[src/hdl/ipb_pkg.sv]
// Package for the interrupt priority bank: map, layouts, reset values
`default_nettype none
package ipb_pkg;
   // ****************************************
   // Bus geometry
   // ****************************************
   localparam int NUM_REGS = 8;      // Priority registers in the bank
   localparam int AW = 4;            // Register index width
   localparam int DW = 16;           // Register width
   localparam int FW = 3;            // Priority field width
   localparam int NUM_SRC = 23;      // Priority sources held
   // ****************************************
   // Register indices
   // ****************************************
   localparam logic [AW-1:0] REG_CHANGE_CMP_I2C = 4'h0;
   localparam logic [AW-1:0] REG_CAPTURE_EXT1 = 4'h1;
   localparam logic [AW-1:0] REG_TIMER4_COMPARE_DMA2 = 4'h2;
   localparam logic [AW-1:0] REG_UART2_EXT2_TIMER5 = 4'h3;
   localparam logic [AW-1:0] REG_CAN_SPI2 = 4'h4;
   localparam logic [AW-1:0] REG_DMA_CH3 = 4'h5;
   localparam logic [AW-1:0] REG_DMA4_PARALLEL_PORT = 4'h6;
   localparam logic [AW-1:0] REG_AUDIO_IFACE_ERROR = 4'h7;
   // ****************************************
   // Field layout and codes
   // ****************************************
   localparam int FLD3_LSB = 12;     // Bits 14-12
   localparam int FLD2_LSB = 8;      // Bits 10-8
   localparam int FLD1_LSB = 4;      // Bits 6-4
   localparam int FLD0_LSB = 0;      // Bits 2-0
   // Implemented bits per register, index 0 in the low word
   localparam logic [NUM_REGS-1:0][DW-1:0] REG_MASK = {
      16'h7000, 16'h0770, 16'h0007, 16'h7777,
      16'h7777, 16'h7777, 16'h7707, 16'h7777};
   localparam logic [DW-1:0] FIELD_RESET_PATTERN = 16'h4444; // Code 100
   localparam logic [FW-1:0] PRIO_OFF = 3'h0;  // Source disabled
   localparam logic [FW-1:0] PRIO_MIN = 3'h1;  // Lowest live level
   localparam logic [FW-1:0] PRIO_MAX = 3'h7;  // Highest level
   localparam logic [FW-1:0] PRIO_RESET = 3'h4;
   // ****************************************
   // Per-source priority carrier
   // ****************************************
   typedef struct packed {
      logic [FW-1:0] pin_change_prio;
      logic [FW-1:0] comparator_prio;
      logic [FW-1:0] i2c_master_event_prio;
      logic [FW-1:0] i2c_slave_event_prio;
      logic [FW-1:0] capture_ch8_prio;
      logic [FW-1:0] capture_ch7_prio;
      logic [FW-1:0] ext_irq1_prio;
      logic [FW-1:0] timer_four_prio;
      logic [FW-1:0] compare_ch4_prio;
      logic [FW-1:0] compare_ch3_prio;
      logic [FW-1:0] xfer_ch2_done_prio;
      logic [FW-1:0] uart_b_tx_prio;
      logic [FW-1:0] uart_b_rx_prio;
      logic [FW-1:0] ext_irq2_prio;
      logic [FW-1:0] timer_five_prio;
      logic [FW-1:0] can_event_prio;
      logic [FW-1:0] can_rx_ready_prio;
      logic [FW-1:0] spi_b_event_prio;
      logic [FW-1:0] spi_b_error_prio;
      logic [FW-1:0] xfer_ch3_done_prio;
      logic [FW-1:0] xfer_ch4_done_prio;
      logic [FW-1:0] parallel_port_prio;
      logic [FW-1:0] audio_iface_error_prio;
   } ipb_prio_t;
endpackage
`default_nettype wire

[src/hdl/ipb_interrupt_priority_bank.sv]
// Interrupt priority register bank with per-source priority outputs
//
// Operation
// - Code 111 means level 7, highest
// - Code 001 means level 1, lowest live
// - Code 000 disables the source entirely
// - Every field resets to 100, level 4
// - Fields at 14-12, 10-8, 6-4, 2-0
// - Capture 8/7 upper fields, ext1 bits 2-0
// - Timer4, compare4, compare3, transfer2 done register
// - UART B tx/rx, ext2, timer5 register
// - Transfer 3 done alone in bits 2-0
// - No CAN controller: CAN sources never fire
// - Pin change, comparator, I2C master/slave register
// - Audio error priority alone at bits 14-12
//
// Design decisions made here: the register addresses and the address-and-strobe port.
`default_nettype none
module ipb_interrupt_priority_bank #(
   parameter bit HAS_CAN = 1'b1   // Variant carries the CAN controller
) (
   input wire logic mclk,
   input wire logic srst,
   input wire logic [ipb_pkg::AW-1:0] reg_addr,
   input wire logic [ipb_pkg::DW-1:0] reg_wdata,
   input wire logic reg_wr,
   input wire logic reg_rd,
   output logic [ipb_pkg::DW-1:0] reg_rdata_ff,
   output ipb_pkg::ipb_prio_t prio_ff,
   output logic [ipb_pkg::NUM_SRC-1:0] src_live_ff
);
   // ****************************************
   // Register storage
   // ****************************************
   logic [ipb_pkg::NUM_REGS-1:0][ipb_pkg::DW-1:0] regs_ff; // Bank
   logic [ipb_pkg::NUM_REGS-1:0][ipb_pkg::DW-1:0] nxt_regs;
   logic [ipb_pkg::DW-1:0] nxt_reg_rdata;
   ipb_pkg::ipb_prio_t nxt_prio;
   logic [ipb_pkg::NUM_SRC-1:0] nxt_src_live;
   logic [ipb_pkg::NUM_SRC*ipb_pkg::FW-1:0] prio_vec; // Flat view
   logic hit;                      // Address lands in the bank

   // Indices past the bank are ignored on write and read as zero
   assign hit = (reg_addr < ipb_pkg::AW'(ipb_pkg::NUM_REGS));

   // Write path: only implemented bits can change
   always_comb
   begin
      nxt_regs = regs_ff;
      if (reg_wr && hit)
      begin
         nxt_regs[reg_addr[2:0]] =
            reg_wdata & ipb_pkg::REG_MASK[reg_addr[2:0]];
      end
   end

   // One flop group per register; reset puts 100 in each field
   genvar gi;
   generate
      for (gi = 0; gi < ipb_pkg::NUM_REGS; gi++)
      begin : g_reg
         always_ff @(posedge mclk)
         begin
            if (srst)
            begin
               regs_ff[gi] <= ipb_pkg::REG_MASK[gi] &
                  ipb_pkg::FIELD_RESET_PATTERN;
            end
            else
            begin
               regs_ff[gi] <= nxt_regs[gi];
            end
         end

         // Unimplemented bits must never hold a one
         a_reg_masked:
         assert property (@(posedge mclk) disable iff (srst)
            (regs_ff[gi] & ~ipb_pkg::REG_MASK[gi]) == '0)
         else $error("Unimplemented register bit set");
      end
   endgenerate

   // ****************************************
   // Read path
   // ****************************************
   // Data valid only in the cycle after the strobe, zero otherwise
   always_comb
   begin
      nxt_reg_rdata = '0;
      if (reg_rd && hit)
      begin
         nxt_reg_rdata = regs_ff[reg_addr[2:0]];
      end
   end

   always_ff @(posedge mclk)
   begin
      if (srst)
      begin
         reg_rdata_ff <= '0;
      end
      else
      begin
         reg_rdata_ff <= nxt_reg_rdata;
      end
   end

   // Reads outside the bank return zero, not a stale word
   a_unmapped_read:
   assert property (@(posedge mclk) disable iff (srst)
      reg_rd && !hit |=> reg_rdata_ff == '0)
   else $error("Unmapped read returned data");

   // The word stands one cycle only; nothing holds it longer
   a_rdata_once:
   assert property (@(posedge mclk) disable iff (srst)
      !reg_rd |=> reg_rdata_ff == '0)
   else $error("Read data outside its cycle");

   // ****************************************
   // Field extraction
   // ****************************************
   // The field value is the level itself, so no decode is needed;
   // the arbiter compares these codes directly
   always_comb
   begin
      nxt_prio.pin_change_prio = regs_ff[ipb_pkg::REG_CHANGE_CMP_I2C]
         [ipb_pkg::FLD3_LSB +: ipb_pkg::FW];
      nxt_prio.comparator_prio = regs_ff[ipb_pkg::REG_CHANGE_CMP_I2C]
         [ipb_pkg::FLD2_LSB +: ipb_pkg::FW];
      nxt_prio.i2c_master_event_prio =
         regs_ff[ipb_pkg::REG_CHANGE_CMP_I2C]
         [ipb_pkg::FLD1_LSB +: ipb_pkg::FW];
      nxt_prio.i2c_slave_event_prio =
         regs_ff[ipb_pkg::REG_CHANGE_CMP_I2C]
         [ipb_pkg::FLD0_LSB +: ipb_pkg::FW];
      nxt_prio.capture_ch8_prio = regs_ff[ipb_pkg::REG_CAPTURE_EXT1]
         [ipb_pkg::FLD3_LSB +: ipb_pkg::FW];
      nxt_prio.capture_ch7_prio = regs_ff[ipb_pkg::REG_CAPTURE_EXT1]
         [ipb_pkg::FLD2_LSB +: ipb_pkg::FW];
      nxt_prio.ext_irq1_prio = regs_ff[ipb_pkg::REG_CAPTURE_EXT1]
         [ipb_pkg::FLD0_LSB +: ipb_pkg::FW];
      nxt_prio.timer_four_prio =
         regs_ff[ipb_pkg::REG_TIMER4_COMPARE_DMA2]
         [ipb_pkg::FLD3_LSB +: ipb_pkg::FW];
      nxt_prio.compare_ch4_prio =
         regs_ff[ipb_pkg::REG_TIMER4_COMPARE_DMA2]
         [ipb_pkg::FLD2_LSB +: ipb_pkg::FW];
      nxt_prio.compare_ch3_prio =
         regs_ff[ipb_pkg::REG_TIMER4_COMPARE_DMA2]
         [ipb_pkg::FLD1_LSB +: ipb_pkg::FW];
      nxt_prio.xfer_ch2_done_prio =
         regs_ff[ipb_pkg::REG_TIMER4_COMPARE_DMA2]
         [ipb_pkg::FLD0_LSB +: ipb_pkg::FW];
      nxt_prio.uart_b_tx_prio = regs_ff[ipb_pkg::REG_UART2_EXT2_TIMER5]
         [ipb_pkg::FLD3_LSB +: ipb_pkg::FW];
      nxt_prio.uart_b_rx_prio = regs_ff[ipb_pkg::REG_UART2_EXT2_TIMER5]
         [ipb_pkg::FLD2_LSB +: ipb_pkg::FW];
      nxt_prio.ext_irq2_prio = regs_ff[ipb_pkg::REG_UART2_EXT2_TIMER5]
         [ipb_pkg::FLD1_LSB +: ipb_pkg::FW];
      nxt_prio.timer_five_prio = regs_ff[ipb_pkg::REG_UART2_EXT2_TIMER5]
         [ipb_pkg::FLD0_LSB +: ipb_pkg::FW];
      nxt_prio.can_event_prio = regs_ff[ipb_pkg::REG_CAN_SPI2]
         [ipb_pkg::FLD3_LSB +: ipb_pkg::FW];
      nxt_prio.can_rx_ready_prio = regs_ff[ipb_pkg::REG_CAN_SPI2]
         [ipb_pkg::FLD2_LSB +: ipb_pkg::FW];
      nxt_prio.spi_b_event_prio = regs_ff[ipb_pkg::REG_CAN_SPI2]
         [ipb_pkg::FLD1_LSB +: ipb_pkg::FW];
      nxt_prio.spi_b_error_prio = regs_ff[ipb_pkg::REG_CAN_SPI2]
         [ipb_pkg::FLD0_LSB +: ipb_pkg::FW];
      nxt_prio.xfer_ch3_done_prio = regs_ff[ipb_pkg::REG_DMA_CH3]
         [ipb_pkg::FLD0_LSB +: ipb_pkg::FW];
      nxt_prio.xfer_ch4_done_prio =
         regs_ff[ipb_pkg::REG_DMA4_PARALLEL_PORT]
         [ipb_pkg::FLD2_LSB +: ipb_pkg::FW];
      nxt_prio.parallel_port_prio =
         regs_ff[ipb_pkg::REG_DMA4_PARALLEL_PORT]
         [ipb_pkg::FLD1_LSB +: ipb_pkg::FW];
      nxt_prio.audio_iface_error_prio =
         regs_ff[ipb_pkg::REG_AUDIO_IFACE_ERROR]
         [ipb_pkg::FLD3_LSB +: ipb_pkg::FW];
      // Without the CAN block the fields stay readable but never rank
      if (!HAS_CAN)
      begin
         nxt_prio.can_event_prio = ipb_pkg::PRIO_OFF;
         nxt_prio.can_rx_ready_prio = ipb_pkg::PRIO_OFF;
      end
   end

   // ****************************************
   // Source liveness
   // ****************************************
   // Code 000 removes the source from arbitration regardless of
   // its flag and enable
   assign prio_vec = nxt_prio;
   generate
      for (gi = 0; gi < ipb_pkg::NUM_SRC; gi++)
      begin : g_live
         assign nxt_src_live[gi] =
            (prio_vec[gi*ipb_pkg::FW +: ipb_pkg::FW] !=
             ipb_pkg::PRIO_OFF);
      end
   endgenerate

   // Output stage, one cycle behind the register bank
   // Registered so the arbiter sees glitch-free levels; costs a cycle
   always_ff @(posedge mclk)
   begin
      if (srst)
      begin
         prio_ff <= '0;
         src_live_ff <= '0;
      end
      else
      begin
         prio_ff <= nxt_prio;
         src_live_ff <= nxt_src_live;
      end
   end

   // ****************************************
   // Checks
   // ****************************************
   a_reset_level:
   assert property (@(posedge mclk) srst ##1 !srst |->
      regs_ff[ipb_pkg::REG_CHANGE_CMP_I2C] == 16'h4444 &&
      regs_ff[ipb_pkg::REG_AUDIO_IFACE_ERROR] == 16'h4000)
   else $error("Priority fields not at level 4 after reset");

   a_off_not_live:
   assert property (@(posedge mclk) disable iff (srst)
      prio_ff.timer_five_prio == ipb_pkg::PRIO_OFF |-> !src_live_ff[8])
   else $error("Disabled source still live");

   a_max_level:
   assert property (@(posedge mclk) disable iff (srst)
      reg_wr && reg_addr == ipb_pkg::REG_CHANGE_CMP_I2C &&
      reg_wdata == 16'hFFFF ##1 !reg_wr |=>
      prio_ff.pin_change_prio == 3'h7 && src_live_ff[22])
   else $error("Code 111 did not give level 7");

   a_min_level:
   assert property (@(posedge mclk) disable iff (srst)
      reg_wr && reg_addr == ipb_pkg::REG_TIMER4_COMPARE_DMA2 &&
      reg_wdata == 16'h1111 ##1 !reg_wr |=>
      prio_ff.xfer_ch2_done_prio == 3'h1 && src_live_ff[12])
   else $error("Code 001 did not give live level 1");

   a_unimpl_read:
   assert property (@(posedge mclk) disable iff (srst)
      reg_rd && reg_addr == ipb_pkg::REG_DMA_CH3 |=>
      reg_rdata_ff[15:3] == 13'h0)
   else $error("Unimplemented bits read nonzero");

   a_ext1_field:
   assert property (@(posedge mclk) disable iff (srst)
      reg_wr && reg_addr == ipb_pkg::REG_CAPTURE_EXT1 ##1 !reg_wr |=>
      prio_ff.ext_irq1_prio == $past(reg_wdata[2:0], 2) &&
      regs_ff[ipb_pkg::REG_CAPTURE_EXT1][7:3] == 5'h0)
   else $error("External 1 field misplaced");

   a_uart_field:
   assert property (@(posedge mclk) disable iff (srst)
      reg_wr && reg_addr == ipb_pkg::REG_UART2_EXT2_TIMER5 ##1 !reg_wr
      |=> prio_ff.uart_b_tx_prio == $past(reg_wdata[14:12], 2))
   else $error("UART B transmit field misplaced");

   a_audio_field:
   assert property (@(posedge mclk) disable iff (srst)
      reg_wr && reg_addr == ipb_pkg::REG_AUDIO_IFACE_ERROR ##1 !reg_wr
      |=> prio_ff.audio_iface_error_prio == $past(reg_wdata[14:12], 2)
      && regs_ff[ipb_pkg::REG_AUDIO_IFACE_ERROR][11:0] == 12'h0)
   else $error("Audio error field misplaced");

   a_can_gated:
   assert property (@(posedge mclk) disable iff (srst)
      !HAS_CAN |-> !src_live_ff[7] && !src_live_ff[6])
   else $error("CAN source live on variant without CAN");

   // A field reaches the arbiter unchanged one cycle after the bank
   a_level_follow:
   assert property (@(posedge mclk) disable iff (srst)
      !$past(srst) |-> prio_ff.xfer_ch3_done_prio ==
      $past(regs_ff[ipb_pkg::REG_DMA_CH3][2:0]))
   else $error("Priority output does not follow its field");

   // Top field of the timer four register
   a_timer4_field:
   assert property (@(posedge mclk) disable iff (srst)
      reg_wr && reg_addr == ipb_pkg::REG_TIMER4_COMPARE_DMA2 ##1 !reg_wr
      |=> prio_ff.timer_four_prio == $past(reg_wdata[14:12], 2))
   else $error("Timer four field misplaced");

   // Bottom field of the pin change register
   a_i2c_field:
   assert property (@(posedge mclk) disable iff (srst)
      reg_wr && reg_addr == ipb_pkg::REG_CHANGE_CMP_I2C ##1 !reg_wr |=>
      prio_ff.i2c_slave_event_prio == $past(reg_wdata[2:0], 2))
   else $error("I2C slave field misplaced");

   // Top field of the capture register
   a_capture_field:
   assert property (@(posedge mclk) disable iff (srst)
      reg_wr && reg_addr == ipb_pkg::REG_CAPTURE_EXT1 ##1 !reg_wr |=>
      prio_ff.capture_ch8_prio == $past(reg_wdata[14:12], 2))
   else $error("Capture channel 8 field misplaced");
endmodule // ipb_interrupt_priority_bank
`default_nettype wire

[config.mk]
export PLATFORM = sky130hd
export DESIGN_NAME = ipb_interrupt_priority_bank
export DESIGN_NICKNAME = d
export VERILOG_FILES = /design/src/hdl/ipb_pkg.sv /design/src/hdl/ipb_interrupt_priority_bank.sv
export SDC_FILE = /design/constraint.sdc
export NUM_CORES = 1
export LEC_CHECK = 0
export ABC_AREA = 1
export BUFFER_PORTS_ARGS = -buffer_cell sky130_fd_sc_hd__buf_4
export CORE_MARGIN = 4
export CORE_UTILIZATION = 59
export DETAILED_ROUTE_END_ITERATION = 12
export GPL_ROUTABILITY_DRIVEN = 0
export GPL_TIMING_DRIVEN = 1
export PLACE_DENSITY = 0.84
export SYNTH_ARGS = -nofsm -noshare
export SYNTH_HDL_FRONTEND = slang
export SYNTH_SLANG_ARGS = --single-unit
[constraint.sdc]
create_clock -name mclk -period 3.1 [get_ports mclk]
set_clock_uncertainty 0.05 [all_clocks]
set_input_delay 0.155 -clock mclk [delete_from_list [all_inputs] [get_ports mclk]]
set_output_delay 0.155 -clock mclk [all_outputs]
set_load 0.01 [all_outputs]
==> results.tsv, run 1 <==
stage	metric	value	unit
yosys	synthesized area	7260	sq um
global_route	met2 Usage GRT	41.4	%
floorplanning	core area	12000	sq um
worst_setup_path	Critical Path Most Common Cell	nor2_1	
sta	Setup TNS	0	ns
final_layout	layout cells sized above 1	16.3	%
clock_network	cts repair resizes	0	
yosys	yosys warns	0	
floorplanning	I/O Pins	132	
worst_setup_path	crit-path max FO	53	
worst_setup_path	worst-path cell chain	buf_4 > nand3_1 > nor2_2 > inv_1 > nor2_1 > nor2_1	
worst_setup_path	family with the most delay on the worst path	simple AND/OR/NAND/NOR gates	
route	DR DRC count	0	
worst_setup_path	crit end category	flip-flop	
clock_network	Clock transition at path regs	0.07	ns
route	remaining antenna violation count	0	
worst_setup_path	FF-to-FF path depth	6	
sta	Worst Tran Pin Value	1.03	ns
final_layout	fin area	8800	sq um
sta	Final Cycle Share	56.1	%
yosys	Syn Area/Cell	7.45	sq um
clock_network	CTS Buf Count	17	
worst_setup_path	Arr. time, crit path	2.02	ns
worst_setup_path	reg2reg end	reg_rdata_ff[2]$_SDFF_PP0_	
worst_hold_path	worst hold-check path type	input port to flip-flop	
global_route	vias in the first global route	5850	
placed_design	PortBufs	123	
sta	fmax	575	MHz
global_route	GR Layer Usage met1	34.4	%
route	First DRT Iteration DRCs	825	
yosys	Netlist cell types	23	
worst_setup_path	WS Path Type	input port to flip-flop	
clock_network	Root Buffer	clkbuf_16	
worst_setup_path	startpoint types	input port	
placed_design	Inst Count DP	1201	
sta	# setup viols final	0	
worst_setup_path	WP buf/inv	2	
yosys	Yosys top cell by area	dfxtp_1	
worst_setup_path	Crit-path slowest cell	nor2_2	
yosys	Synth top area share	55.1	%
flow_run	maximum capacitance violations	0	
final_layout	antenna cell count	0	
placed_design	DP HPWL	12700	um
yosys	main area contributors after synthesis	dfxtp_1, nand2_1, nor2_1	
sta	final max-slew violation count	0	
floorplanning	number of cell rows	40	
worst_setup_path	worst setup slack for register-to-register paths	1.95	ns
global_route	total grt overflow	0	
final_layout	commonest non-fill, non-tap cells in the layout	nand2_1, nor2_1, dfxtp_1	
worst_hold_path	min-delay src	reg_wdata[13]	
clock_network	CTS HTree Levels	4	
global_route	Tot GR Track Use	26.9	%
floorplanning	die area	14100	sq um
placed_design	Area after DPL	8150	sq um
sta	relative slew slack	31.6	%
power_and_ir_drop	Leak Pwr	4.49	nW
worst_hold_path	Hold EP	regs_ff[109]$_SDFFE_PP0P_	
final_layout	Fillers	935	
route	Via Count	6405	
clock_network	Sink Count	200	
yosys	Yosys reg bits	200	
floorplanning	Die H	119	um
clock_network	clk_lat worst skew	0.43	ns
worst_hold_path	Worst Hold Depth	5	
global_route	GR peak layer	met2	
worst_setup_path	Critical Path RT	3.38	ns
worst_setup_path	launch point of the worst reg-to-reg path	nxt_prio[38]$_SDFFE_PP1P_	
final_layout	most common cell after layout, fill and taps aside	nand2_1	
clock_network	CTS tree	yes	
run_status	outcome	finished clean	
clock_network	Bufs on Longest Clock Path	2	
power_and_ir_drop	maximum VDD drop	391	uV
route	drt wl/cell	15.2	um
sta	post-layout minimum cycle time	1.74	ns
final_layout	final net count	1101	
worst_setup_path	max incr delay on CP	0.53	ns
final_layout	utilization after layout	73.3	%
final_layout	synthesis-to-finish area growth	21.2	%
global_route	largest net degree at the start of global routing	111	
final_layout	fin cells	1236	
floorplanning	starting density of the core	60.4	%
global_route	initial antenna violation count	0	
floorplanning	Die W	119	um
yosys	sequential-to-total area share from yosys stat	55.1	%
global_route	global-route wire length before repair	29800	um
route	drt pass-1 iters	6	
power_and_ir_drop	PwrDens	612	nW/um^2
sta	Fin. Hold Viols	0	
route	aggregate routed wire length	18800	um
route	Vias/cell	5.18	
sta	RSZ-0062 raised after global routing	false	
yosys	cells after synthesis	974	
global_route	met3 usage	7.17	%
## stage by stage
step	worst slack, ns	hold slack [ns]	power, mW
3_5_place_dp	1.01	0.385	3.14
5_1_grt	1.20	0.0345	5.55
2_1_floorplan	1.90	0.231	2.97
3_3_place_gp	1.03	0.380	3.13
6_report	1.36	0.0305	5.38
4_1_cts	1.39	0.0275	5.38
## synthesized netlist by cell type (all sizes together)
| cell | number |
|---|---|
| inv | 118 |
| ha | 1 |
| and2 | 1 |
| buf | 24 |
| nor3 | 20 |
| nor2 | 214 |
| clkbuf | 26 |
| a31oi | 23 |
| dfxtp | 200 |
| conb | 1 |
| nand3 | 74 |
| nand2 | 244 |
| clkinv | 1 |
| o21ai | 27 |
## sequential cells by signal, indices dropped and copies added, names as in the netlist
signal	flops
reg_rdata_ff	12
prio_ff	69
regs_ff	27
src_live_ff	23
nxt_prio	69
## kinds of logic after synthesis
logic type	count (synthesis)	synth area share (%)
fa+ha+maj	1	0.172
buf+inv	169	9.72
simple gates	553	31.1
other cells	1	0.0516
compound gates	50	3.84
flops	200	55.1
## cell type report
| cell class | count | area, sq um | area share [%] |
|---|---|---|---|
| clock buffers | 19 | 453 | 5.15 |
| repair buffers | 130 | 983 | 11.2 |
| multi-input cells | 608 | 2560 | 29.1 |
| flip-flops and latches | 200 | 4000 | 45.5 |
| well taps | 147 | 184 | 2.09 |
| inverters | 119 | 447 | 5.08 |
| clock inverters | 13 | 166 | 1.89 |
## power breakdown
group	internal (mW)	switching, mW
Clock	1.32	0.969
Sequential	2.64	0.0221
Combinational	0.147	0.282
Total	4.11	1.27
## worst max-delay path by stage
| stage | end | startpoint | depth (start not counted) |
|---|---|---|---|
| 2_1_floorplan | nxt_prio[51]$_SDFFE_PP0P_ | reg_addr[0] | 7 |
| 3_3_place_gp | nxt_prio[11]$_SDFFE_PP1P_ | reg_addr[0] | 6 |
| 6_report | nxt_prio[9]$_SDFFE_PP0P_ | reg_addr[0] | 6 |
| 5_1_grt | nxt_prio[32]$_SDFFE_PP1P_ | reg_addr[0] | 6 |
| 4_1_cts | nxt_prio[9]$_SDFFE_PP0P_ | reg_addr[0] | 6 |
| 3_5_place_dp | nxt_prio[31]$_SDFFE_PP0P_ | reg_addr[0] | 6 |
## tightest hold or removal path: cells and delay by family
family,cells,cell delay (ns)
simple gates,4,0.23
buf+inv,1,0.08
## repair_timing
action,in CTS,in global routing
setup buffers,0,0
hold buffers,3,0
endpoints found under the hold margin,12,0
## per-layer routing
layer | share of wire (%) | vias up
met5 | 0 | -
met4 | 4.8 | 0
met3 | 9.8 | 63
met2 | 45 | 329
met1 | 40 | 2866
li1 | - | 3147
(Power assumes the default switching activity.)
==> inputs of run 2 (changes only) <==
Settings changed: ABC_AREA 1 to 0, CORE_UTILIZATION 59 to 50, PLACE_DENSITY 0.84 to 0.76.
Clock period 3.1 ns to 1.45 ns, I/O delays scaled along.
==> results.tsv, run 2 <==
stage	metric	value	unit	change
final_layout	synthesis-to-finish area growth	25.2	%	
yosys	sequential-to-total area share from yosys stat	55.4	%	+0.29 points
global_route	met2 Usage GRT	37.8	%	-3.6 points
clock_network	Bufs on Longest Clock Path	2		unchanged
floorplanning	Die H	128	um	+7.8%
floorplanning	starting density of the core	51.6	%	-8.8 points
yosys	synthesized area	7220	sq um	-0.52%
floorplanning	die area	16400	sq um	+16%
route	drt wl/cell	18.7	um	+23%
worst_setup_path	WS Path Type	input port to flip-flop		
final_layout	fin area	9040	sq um	+2.8%
sta	Setup TNS	0	ns	unchanged
yosys	Synth top area share	55.4	%	+0.29 points
sta	# setup viols final	0		unchanged
floorplanning	I/O Pins	132		unchanged
global_route	GR peak layer	met2		
final_layout	antenna cell count	0		unchanged
worst_setup_path	Crit-path slowest cell	dlygate4sd3_1		
sta	RSZ-0062 raised after global routing	false		
final_layout	layout cells sized above 1	22.8	%	+6.4 points
clock_network	Clock transition at path regs	0.06	ns	about the same
placed_design	PortBufs	123		unchanged
clock_network	cts repair resizes	0		unchanged
route	Via Count	5899		-7.9%
global_route	GR Layer Usage met1	29.3	%	-5.2 points
sta	fmax	788	MHz	
global_route	vias in the first global route	5693		-2.7%
worst_setup_path	max incr delay on CP	0.54	ns	about the same
clock_network	clk_lat worst skew	0.44	ns	about the same
yosys	count leader, synth	dfxtp_1		
yosys	Post-synth EDFFs	0		unchanged
yosys	main area contributors after synthesis	dfxtp_1, mux2i_1, nor2b_1		
clock_network	CTS Buf Count	17		unchanged
floorplanning	core area	14000	sq um	+16%
yosys	Netlist cell types	38		+65%
yosys	Yosys top cell by area	dfxtp_1		
global_route	met3 usage	7.17	%	about the same
clock_network	Root Buffer	clkbuf_16		
clock_network	CTS HTree Levels	4		unchanged
clock_network	CTS tree	yes		
sta	relative slew slack	64.7	%	+33 points
power_and_ir_drop	Leak Pwr	3.68	nW	-18%
route	remaining antenna violation count	0		unchanged
worst_setup_path	family with the most delay on the worst path	buffers and inverters		
worst_setup_path	crit end category	flip-flop		
global_route	Tot GR Track Use	23.5	%	-3.4 points
sta	Fin. Hold Viols	0		unchanged
worst_setup_path	WP buf/inv	3		+1
floorplanning	Die W	128	um	+7.8%
placed_design	Inst Count DP	987		-18%
global_route	initial antenna violation count	0		unchanged
clock_network	Sink Count	200		unchanged
yosys	FFs w/ async S/R, synth	0	%	unchanged
worst_setup_path	Critical Path RT	1.72	ns	-1.66 ns
final_layout	utilization after layout	64.6	%	-8.6 points
final_layout	final net count	861		-22%
route	First DRT Iteration DRCs	614		-26%
sta	Final Cycle Share	87.5	%	
floorplanning	number of cell rows	43		+7.5%
final_layout	most common cell after layout, fill and taps aside	dfxtp_1		
power_and_ir_drop	total power	11.6	mW	+110%
route	Vias/cell	5.74		+11%
worst_setup_path	worst-path cell chain	dlygate4sd3_1 > buf_4 > buf_4 > nor2b_1 > or3_1		
final_layout	commonest non-fill, non-tap cells in the layout	dfxtp_1, buf_4, nor2b_1		
yosys	Post-synth top cells	dfxtp_1, nor2b_1, a21oi_1		
yosys	Top FF cell, synth	dfxtp_1		
placed_design	DP HPWL	13400	um	+5.8%
yosys	yosys warns	0		unchanged
sta	post-layout minimum cycle time	1.27	ns	
worst_setup_path	Critical Path Most Common Cell	buf_4		
yosys	cells after synthesis	714		-27%
global_route	total grt overflow	0		unchanged
power_and_ir_drop	maximum VDD drop	727	uV	+86%
global_route	largest net degree at the start of global routing	48		-57%
placed_design	Area after DPL	8320	sq um	+2.1%
worst_setup_path	crit-path max FO	23		-57%
route	aggregate routed wire length	19200	um	+2.6%
flow_run	maximum capacitance violations	0		unchanged
route	DR DRC count	0		unchanged
worst_setup_path	startpoint types	input port		
sta	final max-slew violation count	0		unchanged
final_layout	fin cells	1028		-17%
power_and_ir_drop	PwrDens	1280	nW/um^2	+110%
worst_hold_path	worst hold-check path type	input port to flip-flop		
sta	Worst Tran Pin Value	0.530	ns	-0.496 ns
run_status	outcome	finished clean		
yosys	Syn Area/Cell	10.1	sq um	+36%
worst_setup_path	Arr. time, crit path	1.53	ns	-0.49 ns
global_route	global-route wire length before repair	30100	um	+1.0%
yosys	Yosys reg bits	200		unchanged
route	drt pass-1 iters	6		unchanged
run 2: worst paths after layout:
path	startpoint	to	slack, ns	depth (start not counted)
setup / recovery	srst	src_live_ff[0]$_SDFF_PP0_	0.18	5
hold / removal	reg_addr[3]	reg_rdata_ff[0]$_SDFF_PP0_	0.1	4
setup reg to reg	nxt_prio[30]$_SDFFE_PP0P_	reg_rdata_ff[8]$_SDFF_PP0_	0.23	3
hold reg to reg	regs_ff[86]$_SDFFE_PP0P_	regs_ff[86]$_SDFFE_PP0P_	0.42	1
run 2: stage by stage:
step / setup WS (ns) / hold slack [ns]
6_report: 0.182 / 0.0992
5_1_grt: 0.104 / 0.110
3_3_place_gp: 0.152 / 0.308
3_5_place_dp: 0.0790 / 0.308
4_1_cts: 0.184 / 0.0847
2_1_floorplan: 0.127 / 0.170
run 2: worst register-to-register path: cells and delay by family (launching register included):
kind | cells | cell delay (ns)
compound gates | 2 | 0.37
flops | 1 | 0.33
mux | 1 | 0.35
run 2: final cells by class:
cell class | instances | area [sq um]
fillers | 1086 | 4950
clock buffers | 23 | 478
flip-flops and latches | 200 | 4000
well taps | 180 | 225
clock inverters | 8 | 144
multi-input cells | 448 | 2830
repair buffers | 167 | 1350
inverters | 2 | 7.51
run 2: timing repair:
action	CTS	global route
setup buffers	0	0
hold buffers	10	0
hold endpoints to repair	54	0
run 2: layer usage:
metal | part of all wire [%] | up-vias
met1 | 41 | 2793
li1 | - | 2762
met2 | 48 | 295
met5 | 0 | -
met3 | 8.8 | 49
met4 | 2.7 | 0
run 2: logic make-up after synthesis:
group,after synthesis,share of synthesized area [%]
simple gates,204,16.9
mux,49,6.96
compound gates,190,14.8
other cells,1,0.0519
flops,200,55.4
buf+inv,69,5.63
fa+ha+maj,1,0.173
run 2: power by group:
| part | switching, mW | internal, mW |
|---|---|---|
| sequential | 0.0516 | 5.62 |
| combinational | 0.549 | 0.385 |
| clock | 1.95 | 3.01 |
| total | 2.55 | 9.02 |
